<file path="config.mk">
export PLATFORM = sky130hd
export DESIGN_NAME = cmpctl_top
export DESIGN_NICKNAME = d
export VERILOG_FILES = /design/src/verilog/cmpctl_pkg.sv /design/src/verilog/cmpctl_edge.sv /design/src/verilog/cmpctl_portmux.sv /design/src/verilog/cmpctl_top.sv
export SDC_FILE = /design/constraint.sdc
export NUM_CORES = 1
export LEC_CHECK = 0
export ABC_AREA = 1
export BUFFER_PORTS_ARGS = -buffer_cell sky130_fd_sc_hd__buf_2
export CAP_MARGIN = 0
export CORE_MARGIN = 4
export CORE_UTILIZATION = 25
export CTS_BUF_LIST = sky130_fd_sc_hd__clkbuf_16
export CTS_CLUSTER_SIZE = 28
export DETAILED_ROUTE_END_ITERATION = 12
export SLEW_MARGIN = 10
export SYNTH_ARGS = -nofsm -noshare
export SYNTH_HDL_FRONTEND = slang
export SYNTH_SLANG_ARGS = --single-unit
</file>
<file path="constraint.sdc">
create_clock -name sys_clk -period 2.5 [get_ports sys_clk]
set_input_delay 0.125 -clock sys_clk [delete_from_list [all_inputs] [get_ports sys_clk]]
set_output_delay 0.125 -clock sys_clk [all_outputs]
set_load 0.005 [all_outputs]
</file>
<file path="src/verilog/cmpctl_pkg.sv">
// cmpctl_pkg: register map, field positions and carrier types of the comparator control block
// assumes an 8-bit register port and a single system clock
package cmpctl_pkg;
  localparam int unsigned ADDR_W = 2;
  localparam int unsigned DATA_W = 8;

  localparam logic [ADDR_W-1:0] CTRL_ADDR   = 2'h0;
  localparam logic [ADDR_W-1:0] IRQ_ST_ADDR = 2'h1;
  localparam logic [ADDR_W-1:0] IRQ_EN_ADDR = 2'h2;

  localparam int unsigned PIN_SEL_BIT = 7;
  localparam int unsigned ENABLE_BIT  = 6;
  localparam int unsigned POL_BIT     = 5;
  localparam int unsigned OUT_BIT     = 4;
  localparam int unsigned ROUTE_BIT   = 3;
  localparam int unsigned HYST_BIT    = 0;

  localparam logic [DATA_W-1:0] CTRL_RESET = 8'h81;
  localparam logic [DATA_W-1:0] CTRL_WMASK = 8'he9;
  localparam logic [DATA_W-1:0] ZERO_BYTE  = 8'h00;

  localparam int unsigned IRQ_CHANGE_BIT = 0;
  localparam logic [DATA_W-1:0] IRQ_MASK = 8'h01;

  typedef struct packed {
    logic [ADDR_W-1:0] addr;
    logic [DATA_W-1:0] wdata;
    logic              wr;
    logic              rd;
  } cmpctl_bus_t;

  typedef struct packed {
    logic pin_select;
    logic enable;
    logic polarity;
    logic route_internal;
    logic hysteresis;
  } cmpctl_cfg_t;
endpackage

</file>
<file path="src/verilog/cmpctl_edge.sv">
// cmpctl_edge: registers a level and flags each change of it
// assumes the level is synchronous to sys_clk
`timescale 1ns/1ps
module cmpctl_edge
  import cmpctl_pkg::*;
(
  input  wire logic sys_clk,
  input  wire logic rst_b,
  input  wire logic level_in,
  output logic      level_q,
  output logic      change
);
  always_ff @(posedge sys_clk or negedge rst_b) begin
    if (!rst_b) begin
      level_q <= 1'b0;
    end else begin
      level_q <= level_in;
    end
  end

  assign change = level_in ^ level_q;
endmodule

</file>
<file path="src/verilog/cmpctl_portmux.sv">
// cmpctl_portmux: port read-back and pull-up gating for the two comparator input pins
// assumes port direction and data registers live outside this block
`timescale 1ns/1ps
module cmpctl_portmux
  import cmpctl_pkg::*;
(
  input  wire logic       cmp_active,
  input  wire logic [1:0] port_dir,
  input  wire logic [1:0] port_data,
  input  wire logic [1:0] pin_level,
  input  wire logic [1:0] pullup_cfg,
  output logic      [1:0] port_read,
  output logic      [1:0] pullup_on
);
  // dir=1 reads zero, dir=0 reads the data latch while the comparator owns the pins
  assign port_read = cmp_active ? (port_data & ~port_dir) : pin_level;
  assign pullup_on = cmp_active ? 2'h0 : pullup_cfg;
endmodule

</file>
<file path="src/verilog/cmpctl_top.sv">
// cmpctl_top: control register, output capture, pin routing and interrupt of the comparator
// assumes the analog comparator raw result arrives synchronous to sys_clk
// Function
// - one control register gives software full comparator control and output readback
// - bits 7..0 pin sel, enable, polarity, output, routing, two unused, hysteresis
// - result captured in status bit, optionally driven onto shared pin
// - software power-down, polarity select and hysteresis option
// - pull-ups on comparator input pins disconnected while comparator enabled with pin select set
// - hysteresis enable applies small positive feedback to the comparator
// - any output change sets the comparator interrupt flag
// - flag and enable both set request the comparator interrupt vector
// - interrupt comes from the internal output bit, not the pin
// - in sleep or idle, enabled comparator changes set flag and wake core if the flag was clear
// - enabled comparator keeps running during sleep or idle
// - enabled comparator with pin select set: port reads give zero if direction one, else data
`timescale 1ns/1ps
module cmpctl_top
  import cmpctl_pkg::*;
(
  input  wire logic              sys_clk,
  input  wire logic              rst_b,
  input  wire logic [ADDR_W-1:0] reg_addr,
  input  wire logic [DATA_W-1:0] reg_wdata,
  input  wire logic              reg_wr,
  input  wire logic              reg_rd,
  output logic      [DATA_W-1:0] reg_rdata,
  input  wire logic              cmp_raw,
  input  wire logic              sleep_mode,
  input  wire logic [1:0]        port_dir,
  input  wire logic [1:0]        port_data,
  input  wire logic [1:0]        pin_level,
  input  wire logic [1:0]        pullup_cfg,
  output logic      [1:0]        port_read,
  output logic      [1:0]        pullup_on,
  output logic                   cmp_power_on,
  output logic                   hyst_feedback,
  output logic                   out_pin,
  output logic                   out_pin_oe_b,
  output logic                   irq,
  output logic                   wake
);
  cmpctl_bus_t bus;
  cmpctl_cfg_t cfg;
  logic [DATA_W-1:0] ctrl_q;
  logic [DATA_W-1:0] ctrl_d;
  logic [DATA_W-1:0] irq_st_q;
  logic [DATA_W-1:0] irq_st_d;
  logic [DATA_W-1:0] irq_en_q;
  logic [DATA_W-1:0] irq_en_d;
  logic [DATA_W-1:0] rdata_d;
  logic [DATA_W-1:0] rdata_q;
  logic [DATA_W-1:0] ctrl_view;
  logic [DATA_W-1:0] event_vec;
  logic              cmp_result;
  logic              out_q;
  logic              out_change;
  logic              wr_ctrl;
  logic              wr_st;
  logic              wr_en;
  logic              cmp_active;
  logic              rd_ctrl;
  logic              rd_st;
  logic              rd_en;
  logic [DATA_W-1:0] st_clear;

  assign bus = '{addr: reg_addr, wdata: reg_wdata, wr: reg_wr, rd: reg_rd};
  assign cfg = '{pin_select:     ctrl_q[PIN_SEL_BIT],
                 enable:         ctrl_q[ENABLE_BIT],
                 polarity:       ctrl_q[POL_BIT],
                 route_internal: ctrl_q[ROUTE_BIT],
                 hysteresis:     ctrl_q[HYST_BIT]};

  assign wr_ctrl = bus.wr && (bus.addr == CTRL_ADDR);
  assign wr_st   = bus.wr && (bus.addr == IRQ_ST_ADDR);
  assign wr_en   = bus.wr && (bus.addr == IRQ_EN_ADDR);
  assign rd_ctrl = bus.rd && (bus.addr == CTRL_ADDR);
  assign rd_st   = bus.rd && (bus.addr == IRQ_ST_ADDR);
  assign rd_en   = bus.rd && (bus.addr == IRQ_EN_ADDR);

  // analog section is live only when enabled; stays on in sleep
  assign cmp_power_on  = cfg.enable;
  assign hyst_feedback = cfg.enable && cfg.hysteresis;
  assign cmp_active    = cfg.enable && cfg.pin_select;

  chk_power_follow: assert property (@(posedge sys_clk) disable iff (!rst_b)
    cmp_power_on == cfg.enable)
    else $error("analog power does not follow enable");

  chk_sleep_running: assert property (@(posedge sys_clk) disable iff (!rst_b)
    (sleep_mode && cfg.enable) |-> cmp_power_on)
    else $error("comparator powered down in sleep");

  chk_hyst_on: assert property (@(posedge sys_clk) disable iff (!rst_b)
    (cfg.enable && cfg.hysteresis) |-> hyst_feedback)
    else $error("hysteresis feedback missing");

  chk_hyst_off: assert property (@(posedge sys_clk) disable iff (!rst_b)
    !cfg.hysteresis |-> !hyst_feedback)
    else $error("hysteresis feedback while disabled");

  chk_hyst_power: assert property (@(posedge sys_clk) disable iff (!rst_b)
    hyst_feedback |-> cmp_power_on)
    else $error("hysteresis feedback on a powered-down comparator");

  // disabled comparator holds its result low
  assign cmp_result = cfg.enable && (cmp_raw ^ cfg.polarity);

  chk_pol_invert: assert property (@(posedge sys_clk) disable iff (!rst_b)
    (cfg.enable && cfg.polarity) |=> (out_q == !$past(cmp_raw)))
    else $error("inverted polarity not applied");

  chk_pol_plain: assert property (@(posedge sys_clk) disable iff (!rst_b)
    (cfg.enable && !cfg.polarity) |=> (out_q == $past(cmp_raw)))
    else $error("plain polarity result altered");

  chk_off_result: assert property (@(posedge sys_clk) disable iff (!rst_b)
    !cfg.enable |=> !out_q)
    else $error("disabled comparator output not low");

  chk_off_quiet: assert property (@(posedge sys_clk) disable iff (!rst_b)
    (!cfg.enable && !out_q) |-> !out_change)
    else $error("disabled comparator reports a change");

  cmpctl_edge u_edge (
    .sys_clk  (sys_clk),
    .rst_b    (rst_b),
    .level_in (cmp_result),
    .level_q  (out_q),
    .change   (out_change)
  );

  // change seen on the stored status bit, not the pin
  chk_flag_source: assert property (@(posedge sys_clk) disable iff (!rst_b)
    $rose(irq_st_q[IRQ_CHANGE_BIT]) |-> $changed(out_q))
    else $error("flag set without a status bit change");

  cmpctl_portmux u_portmux (
    .cmp_active (cmp_active),
    .port_dir   (port_dir),
    .port_data  (port_data),
    .pin_level  (pin_level),
    .pullup_cfg (pullup_cfg),
    .port_read  (port_read),
    .pullup_on  (pullup_on)
  );

  chk_pullup_pass: assert property (@(posedge sys_clk) disable iff (!rst_b)
    !cmp_active |-> (pullup_on == pullup_cfg))
    else $error("pull-up setting lost while pins are plain port");

  chk_port_pass: assert property (@(posedge sys_clk) disable iff (!rst_b)
    !cmp_active |-> (port_read == pin_level))
    else $error("port read not the pin level");

  // pin output registered, enable low while driving
  assign out_pin      = out_q;
  assign out_pin_oe_b = !(cfg.pin_select && !cfg.route_internal);

  chk_pin_hold: assert property (@(posedge sys_clk) disable iff (!rst_b)
    cfg.route_internal |-> out_pin_oe_b)
    else $error("pin driven while routing is internal");

  chk_pin_release: assert property (@(posedge sys_clk) disable iff (!rst_b)
    !cfg.pin_select |-> out_pin_oe_b)
    else $error("pin driven while pins are plain port");

  chk_pin_value: assert property (@(posedge sys_clk) disable iff (!rst_b)
    out_pin == out_q)
    else $error("pin value differs from status bit");

  // control register: readonly and unused bits never stored
  assign ctrl_d = wr_ctrl ? (bus.wdata & CTRL_WMASK) : ctrl_q;
  assign ctrl_view = ctrl_q | ({{(DATA_W-1){1'b0}}, out_q} << OUT_BIT);

  chk_ro_output_bit: assert property (@(posedge sys_clk) disable iff (!rst_b)
    ctrl_q[OUT_BIT] == 1'b0)
    else $error("read-only output bit stored");

  chk_view_output: assert property (@(posedge sys_clk) disable iff (!rst_b)
    ctrl_view[OUT_BIT] == out_q)
    else $error("output bit not shown in control register");

  chk_ctrl_hold: assert property (@(posedge sys_clk) disable iff (!rst_b)
    !wr_ctrl |=> $stable(ctrl_q))
    else $error("control register changed without a write");

  // set wins over write-one-to-clear
  assign event_vec = {{(DATA_W-1){1'b0}}, out_change} << IRQ_CHANGE_BIT;
  assign st_clear  = wr_st ? bus.wdata : ZERO_BYTE;
  assign irq_st_d  = ((irq_st_q & ~st_clear) | event_vec) & IRQ_MASK;
  assign irq_en_d  = wr_en ? (bus.wdata & IRQ_MASK) : irq_en_q;

  chk_flag_sticky: assert property (@(posedge sys_clk) disable iff (!rst_b)
    (irq_st_q[IRQ_CHANGE_BIT] && !(wr_st && reg_wdata[IRQ_CHANGE_BIT]))
      |=> irq_st_q[IRQ_CHANGE_BIT])
    else $error("flag lost without a clear");

  chk_flag_clear: assert property (@(posedge sys_clk) disable iff (!rst_b)
    (wr_st && reg_wdata[IRQ_CHANGE_BIT] && !out_change) |=> !irq_st_q[IRQ_CHANGE_BIT])
    else $error("write of one did not clear flag");

  chk_set_wins: assert property (@(posedge sys_clk) disable iff (!rst_b)
    (wr_st && reg_wdata[IRQ_CHANGE_BIT] && out_change) |=> irq_st_q[IRQ_CHANGE_BIT])
    else $error("clear beat a simultaneous change");

  chk_flag_only_bit: assert property (@(posedge sys_clk) disable iff (!rst_b)
    (irq_st_q & ~IRQ_MASK) == ZERO_BYTE)
    else $error("unused status bits set");

  chk_en_write: assert property (@(posedge sys_clk) disable iff (!rst_b)
    wr_en |=> (irq_en_q == ($past(reg_wdata) & IRQ_MASK)))
    else $error("interrupt enable write not stored");

  chk_en_hold: assert property (@(posedge sys_clk) disable iff (!rst_b)
    !wr_en |=> $stable(irq_en_q))
    else $error("interrupt enable changed without a write");

  chk_en_only_bit: assert property (@(posedge sys_clk) disable iff (!rst_b)
    (irq_en_q & ~IRQ_MASK) == ZERO_BYTE)
    else $error("unused enable bits set");

  // unmapped address and idle cycles read as zero
  assign rdata_d = rd_ctrl ? ctrl_view :
                   rd_st   ? irq_st_q  :
                   rd_en   ? irq_en_q  : ZERO_BYTE;

  always_ff @(posedge sys_clk or negedge rst_b) begin
    if (!rst_b) begin
      ctrl_q <= CTRL_RESET;
    end else begin
      ctrl_q <= ctrl_d;
    end
  end

  always_ff @(posedge sys_clk or negedge rst_b) begin
    if (!rst_b) begin
      irq_st_q <= ZERO_BYTE;
    end else begin
      irq_st_q <= irq_st_d;
    end
  end

  always_ff @(posedge sys_clk or negedge rst_b) begin
    if (!rst_b) begin
      irq_en_q <= ZERO_BYTE;
    end else begin
      irq_en_q <= irq_en_d;
    end
  end

  always_ff @(posedge sys_clk or negedge rst_b) begin
    if (!rst_b) begin
      rdata_q <= ZERO_BYTE;
    end else begin
      rdata_q <= rdata_d;
    end
  end

  assign reg_rdata = rdata_q;

  chk_read_ctrl: assert property (@(posedge sys_clk) disable iff (!rst_b)
    rd_ctrl |=> (reg_rdata == $past(ctrl_view)))
    else $error("control read data wrong");

  chk_read_status: assert property (@(posedge sys_clk) disable iff (!rst_b)
    rd_st |=> (reg_rdata == $past(irq_st_q)))
    else $error("status read data wrong");

  chk_read_enable: assert property (@(posedge sys_clk) disable iff (!rst_b)
    rd_en |=> (reg_rdata == $past(irq_en_q)))
    else $error("enable read data wrong");

  chk_read_idle: assert property (@(posedge sys_clk) disable iff (!rst_b)
    !(rd_ctrl || rd_st || rd_en) |=> (reg_rdata == ZERO_BYTE))
    else $error("read data not zero outside a read");

  // request when flag and enable both set
  assign irq  = |(irq_st_q & irq_en_q);
  // only a fresh flag wakes the core; a pre-set flag gives no fresh edge
  assign wake = sleep_mode && cfg.enable && out_change && !irq_st_q[IRQ_CHANGE_BIT];

  chk_irq_raise: assert property (@(posedge sys_clk) disable iff (!rst_b)
    (irq_st_q[IRQ_CHANGE_BIT] && irq_en_q[IRQ_CHANGE_BIT]) |-> irq)
    else $error("enabled flag gives no interrupt");

  chk_irq_masked: assert property (@(posedge sys_clk) disable iff (!rst_b)
    !irq_en_q[IRQ_CHANGE_BIT] |-> !irq)
    else $error("interrupt while disabled");

  chk_wake_gate: assert property (@(posedge sys_clk) disable iff (!rst_b)
    wake |-> (sleep_mode && cfg.enable))
    else $error("wake outside sleep or with comparator off");

  chk_wake_preset: assert property (@(posedge sys_clk) disable iff (!rst_b)
    (sleep_mode && irq_st_q[IRQ_CHANGE_BIT]) |-> !wake)
    else $error("wake although flag was already set");

  chk_sleep_flag: assert property (@(posedge sys_clk) disable iff (!rst_b)
    (sleep_mode && cfg.enable && out_change) |=> irq_st_q[IRQ_CHANGE_BIT])
    else $error("sleeping change did not set flag");

  chk_reset_value: assert property (@(posedge sys_clk)
    $rose(rst_b) |-> (ctrl_q == CTRL_RESET))
    else $error("control register reset value wrong");

  chk_ctrl_write: assert property (@(posedge sys_clk) disable iff (!rst_b)
    wr_ctrl |=> (ctrl_q == ($past(reg_wdata) & CTRL_WMASK)))
    else $error("control write not stored");

  chk_unused_zero: assert property (@(posedge sys_clk) disable iff (!rst_b)
    (ctrl_view[2:1] == 2'h0))
    else $error("unused control bits not zero");

  chk_change_flag: assert property (@(posedge sys_clk) disable iff (!rst_b)
    out_change |=> irq_st_q[IRQ_CHANGE_BIT])
    else $error("output change did not set flag");

  chk_out_capture: assert property (@(posedge sys_clk) disable iff (!rst_b)
    ##1 (out_q == ($past(cfg.enable) && ($past(cmp_raw) ^ $past(cfg.polarity)))))
    else $error("status bit not polarity-corrected result");

  chk_irq_gate: assert property (@(posedge sys_clk) disable iff (!rst_b)
    irq == (irq_st_q[IRQ_CHANGE_BIT] && irq_en_q[IRQ_CHANGE_BIT]))
    else $error("interrupt not flag and enable");

  chk_pullup_off: assert property (@(posedge sys_clk) disable iff (!rst_b)
    cmp_active |-> (pullup_on == 2'h0))
    else $error("pull-ups left on while comparator enabled");

  chk_port_read: assert property (@(posedge sys_clk) disable iff (!rst_b)
    cmp_active |-> (port_read == (port_data & ~port_dir)))
    else $error("port read wrong while comparator enabled");

  chk_pin_drive: assert property (@(posedge sys_clk) disable iff (!rst_b)
    !out_pin_oe_b |-> (cfg.pin_select && !cfg.route_internal && out_pin == out_q))
    else $error("pin driven when routing is internal");

  chk_wake_change: assert property (@(posedge sys_clk) disable iff (!rst_b)
    (sleep_mode && cfg.enable && out_change && !irq_st_q[IRQ_CHANGE_BIT])
      |-> wake ##1 irq_st_q[IRQ_CHANGE_BIT])
    else $error("sleeping change did not wake and flag");
endmodule

</file>
==> run summary <==
status = completed
Crit path buffers/inverters = 2
post-CTS setup buffers = 0
row count = 18
GR Util met2 = 17.03%
Placer Congestion = 0.7029
Yosys cell types = 15
DIE HEIGHT = 59.16 um
DR pass1 iterations = 3
Final Non-Filler Cells = 151
IO Pins = 42
met1 usage = 8.005%
Syn Area/Cell = 8.079 um2
register area share after synthesis = 53.92%
Post-DP HPWL = 1.297 mm
Worst EP arrival = 1250 ps
cell taking the most area after synthesis = dfrtp_1
core area = 2477 um2
VDD IR-drop max = 0.3607 mV
crit start category = flop
most frequent cells in the layout = 36 x buf_2, 18 x nand2_1, 15 x inv_1, 14 x nor2_1, 12 x dfrtp_1
Final Max Tran Viols = 0
Hold Vio Cnt, Final = 0
total track usage = 9.083%
Worst EP required = 2380 ps
placed insts = 146
Worst path max stage delay = 530 ps
fin crit period = 1371 ps
Nets = 146
initial antenna violation count = 0
vias post-DR = 628
share of layout cells above drive strength 1 = 35.54%
drt initial violations = 6
Slowest-stage cell, CP = dfstp_2
Most common cell on crit path = nand2_1
leading cell type in the layout, fill and taps excluded = buf_2
Vias/cell = 4.159
Initial Util = 26.41%
CTS HTree Levels = 1
largest net degree at the start of global routing = 15
CTS Buf Count = 3
full die area = 3500 um2
post-synthesis cell count = 81
RSZ-0062 raised after global routing = no
crit-path cells = nand2_1 > inv_1 > nand3b_1 > nand2_1 > buf_2
Final setup viols = 0
met3 Use GR = 5.229%
PwrDens = 731.5 nW/um2
Clock Path Buffers = 2
Die Wd = 59.16 um
mapped cell area = 654.4 um2
maximum clock frequency = 729.2 MHz
Overflow after GRT = 0
final instance area = 949.7 um2
post-CTS sizing = 0
# port buffers = 36
CP top delay family = flip-flops
Hold/Removal Path Class = in -> reg
worst setup margin = 1129 ps
gr busiest metal = met2
main area contributors after synthesis = dfrtp_1 46%, nand2_1 10%, dfstp_2 8.0%
Setup TNS = 0 ps
TritonCTS sink count = 14
Max Cap Violations = 0
area of placed instances = 860.8 um2
DRT Wirelength = 1.573 mm
Setup Skew = 1.057 ps
Place WS = 1378 ps
WL per Instance = 10.42 um
Critical Path Fanout Max = 4
clk slew on worst S/H paths = 40 ps
Synth Warn # = 0
TritonCTS clock tree = done
CP Capture Type = output pin
Synth top area share = 45.89%
FF+latch count, synth = 14
drc violations = 0
Hold Worst Slack = 114.8 ps
Ant. Diodes = 0
CTS Root Cell = clkbuf_16
Area growth syn-to-layout = 45.12%
vias in the first global route = 597
static leakage = 0.0005789 uW
Filler cells = 266
CP Class = reg -> out
final period utilization = 54.86%
Antenna Nets Post-Route = 0
clk_lat worst skew = 240 ps
first-pass GRT wire length = 2.311 mm
-- state kept, by name, indices dropped and copies added (netlist names) --
name	flops
reg_rdata	6
ctrl_q	5
irq_en_q	1
irq_st_q	1
u_edge.level_q	1
-- cell type report --
cell class                 count  area, um2  area share [%]
clock buffer                   3      75.07           7.905
timing repair buffer          37      190.2           20.03
multi-input combinational     52      237.7           25.03
tap                           30      37.54           3.953
sequential                    14      352.8           37.15
inverter                      14      52.55           5.534
clock inverter                 1      3.754          0.3953
-- synthesized netlist by cell type (all sizes together) --
cell,n
nand2,19
nor2,15
inv,14
dfrtp,12
nand3,6
a21oi,4
buf,2
dfstp,2
nand3b,2
nand4,2
o21ai,2
conb,1
-- metal layers --
layer / routed length (um) / vias up
li1: - / 323
met1: 573 / 276
met2: 795 / 29
met3: 204 / 0
met4: 0 / 0
met5: 0 / -
-- path summary, 6_finish.rpt --
check                             start            to  slack (ps)  depth (start not counted)
min                        reg_wdata[0]     ctrl_q[0]         110                          3
min in group asynchronous         rst_b  reg_rdata[3]         310                          2
max                           ctrl_q[7]  port_read[0]        1130                          5
max reg2reg                   ctrl_q[5]   irq_st_q[0]        1580                          6
min reg2reg                   ctrl_q[0]     ctrl_q[0]         480                          2
max in group asynchronous         rst_b     ctrl_q[7]        1900                          2
-- where the power goes --
group / leakage [uW] / total [uW] / internal, uW / switching (uW)
Sequential: 0.000169 / 273 / 256 / 17.2
Clock: 0.0000423 / 298 / 211 / 87.3
Combinational: 0.000368 / 123 / 55.0 / 68.4
-- kinds of logic (layout without fill, tap and decap cells) --
group                  after synthesis  after routing  share of synthesized area [%]
buffers and inverters               16             55                          10.32
AND/OR/NAND/NOR                     44             44                          30.59
AO/OA/AOI/OAI                        6              6                          4.588
other                                1              2                         0.5731
flip-flops                          14             14                          53.92
-- repair_timing --
| item | CTS | global route |
|---|---|---|
| hold endpoints to repair | 12 | 0 |
| endpoints found under the setup margin | 0 | 0 |
| hold buffers | 1 | 0 |
-- through the flow --
step	total power [uW]	utilization, %
finish	694.7	38.33
global route	730.6	38.33
CTS	704.6	38.33
detailed placement	402.5	34.75
global placement	397.4	34.75
floorplan	338.2	-
-- tightest hold or removal path, delay by kind of cell --
family                 cells  cell delay [ps]
AOI/OAI and AO/OA          1               60
buffers and inverters      2              160
(Power assumes the default switching activity.)
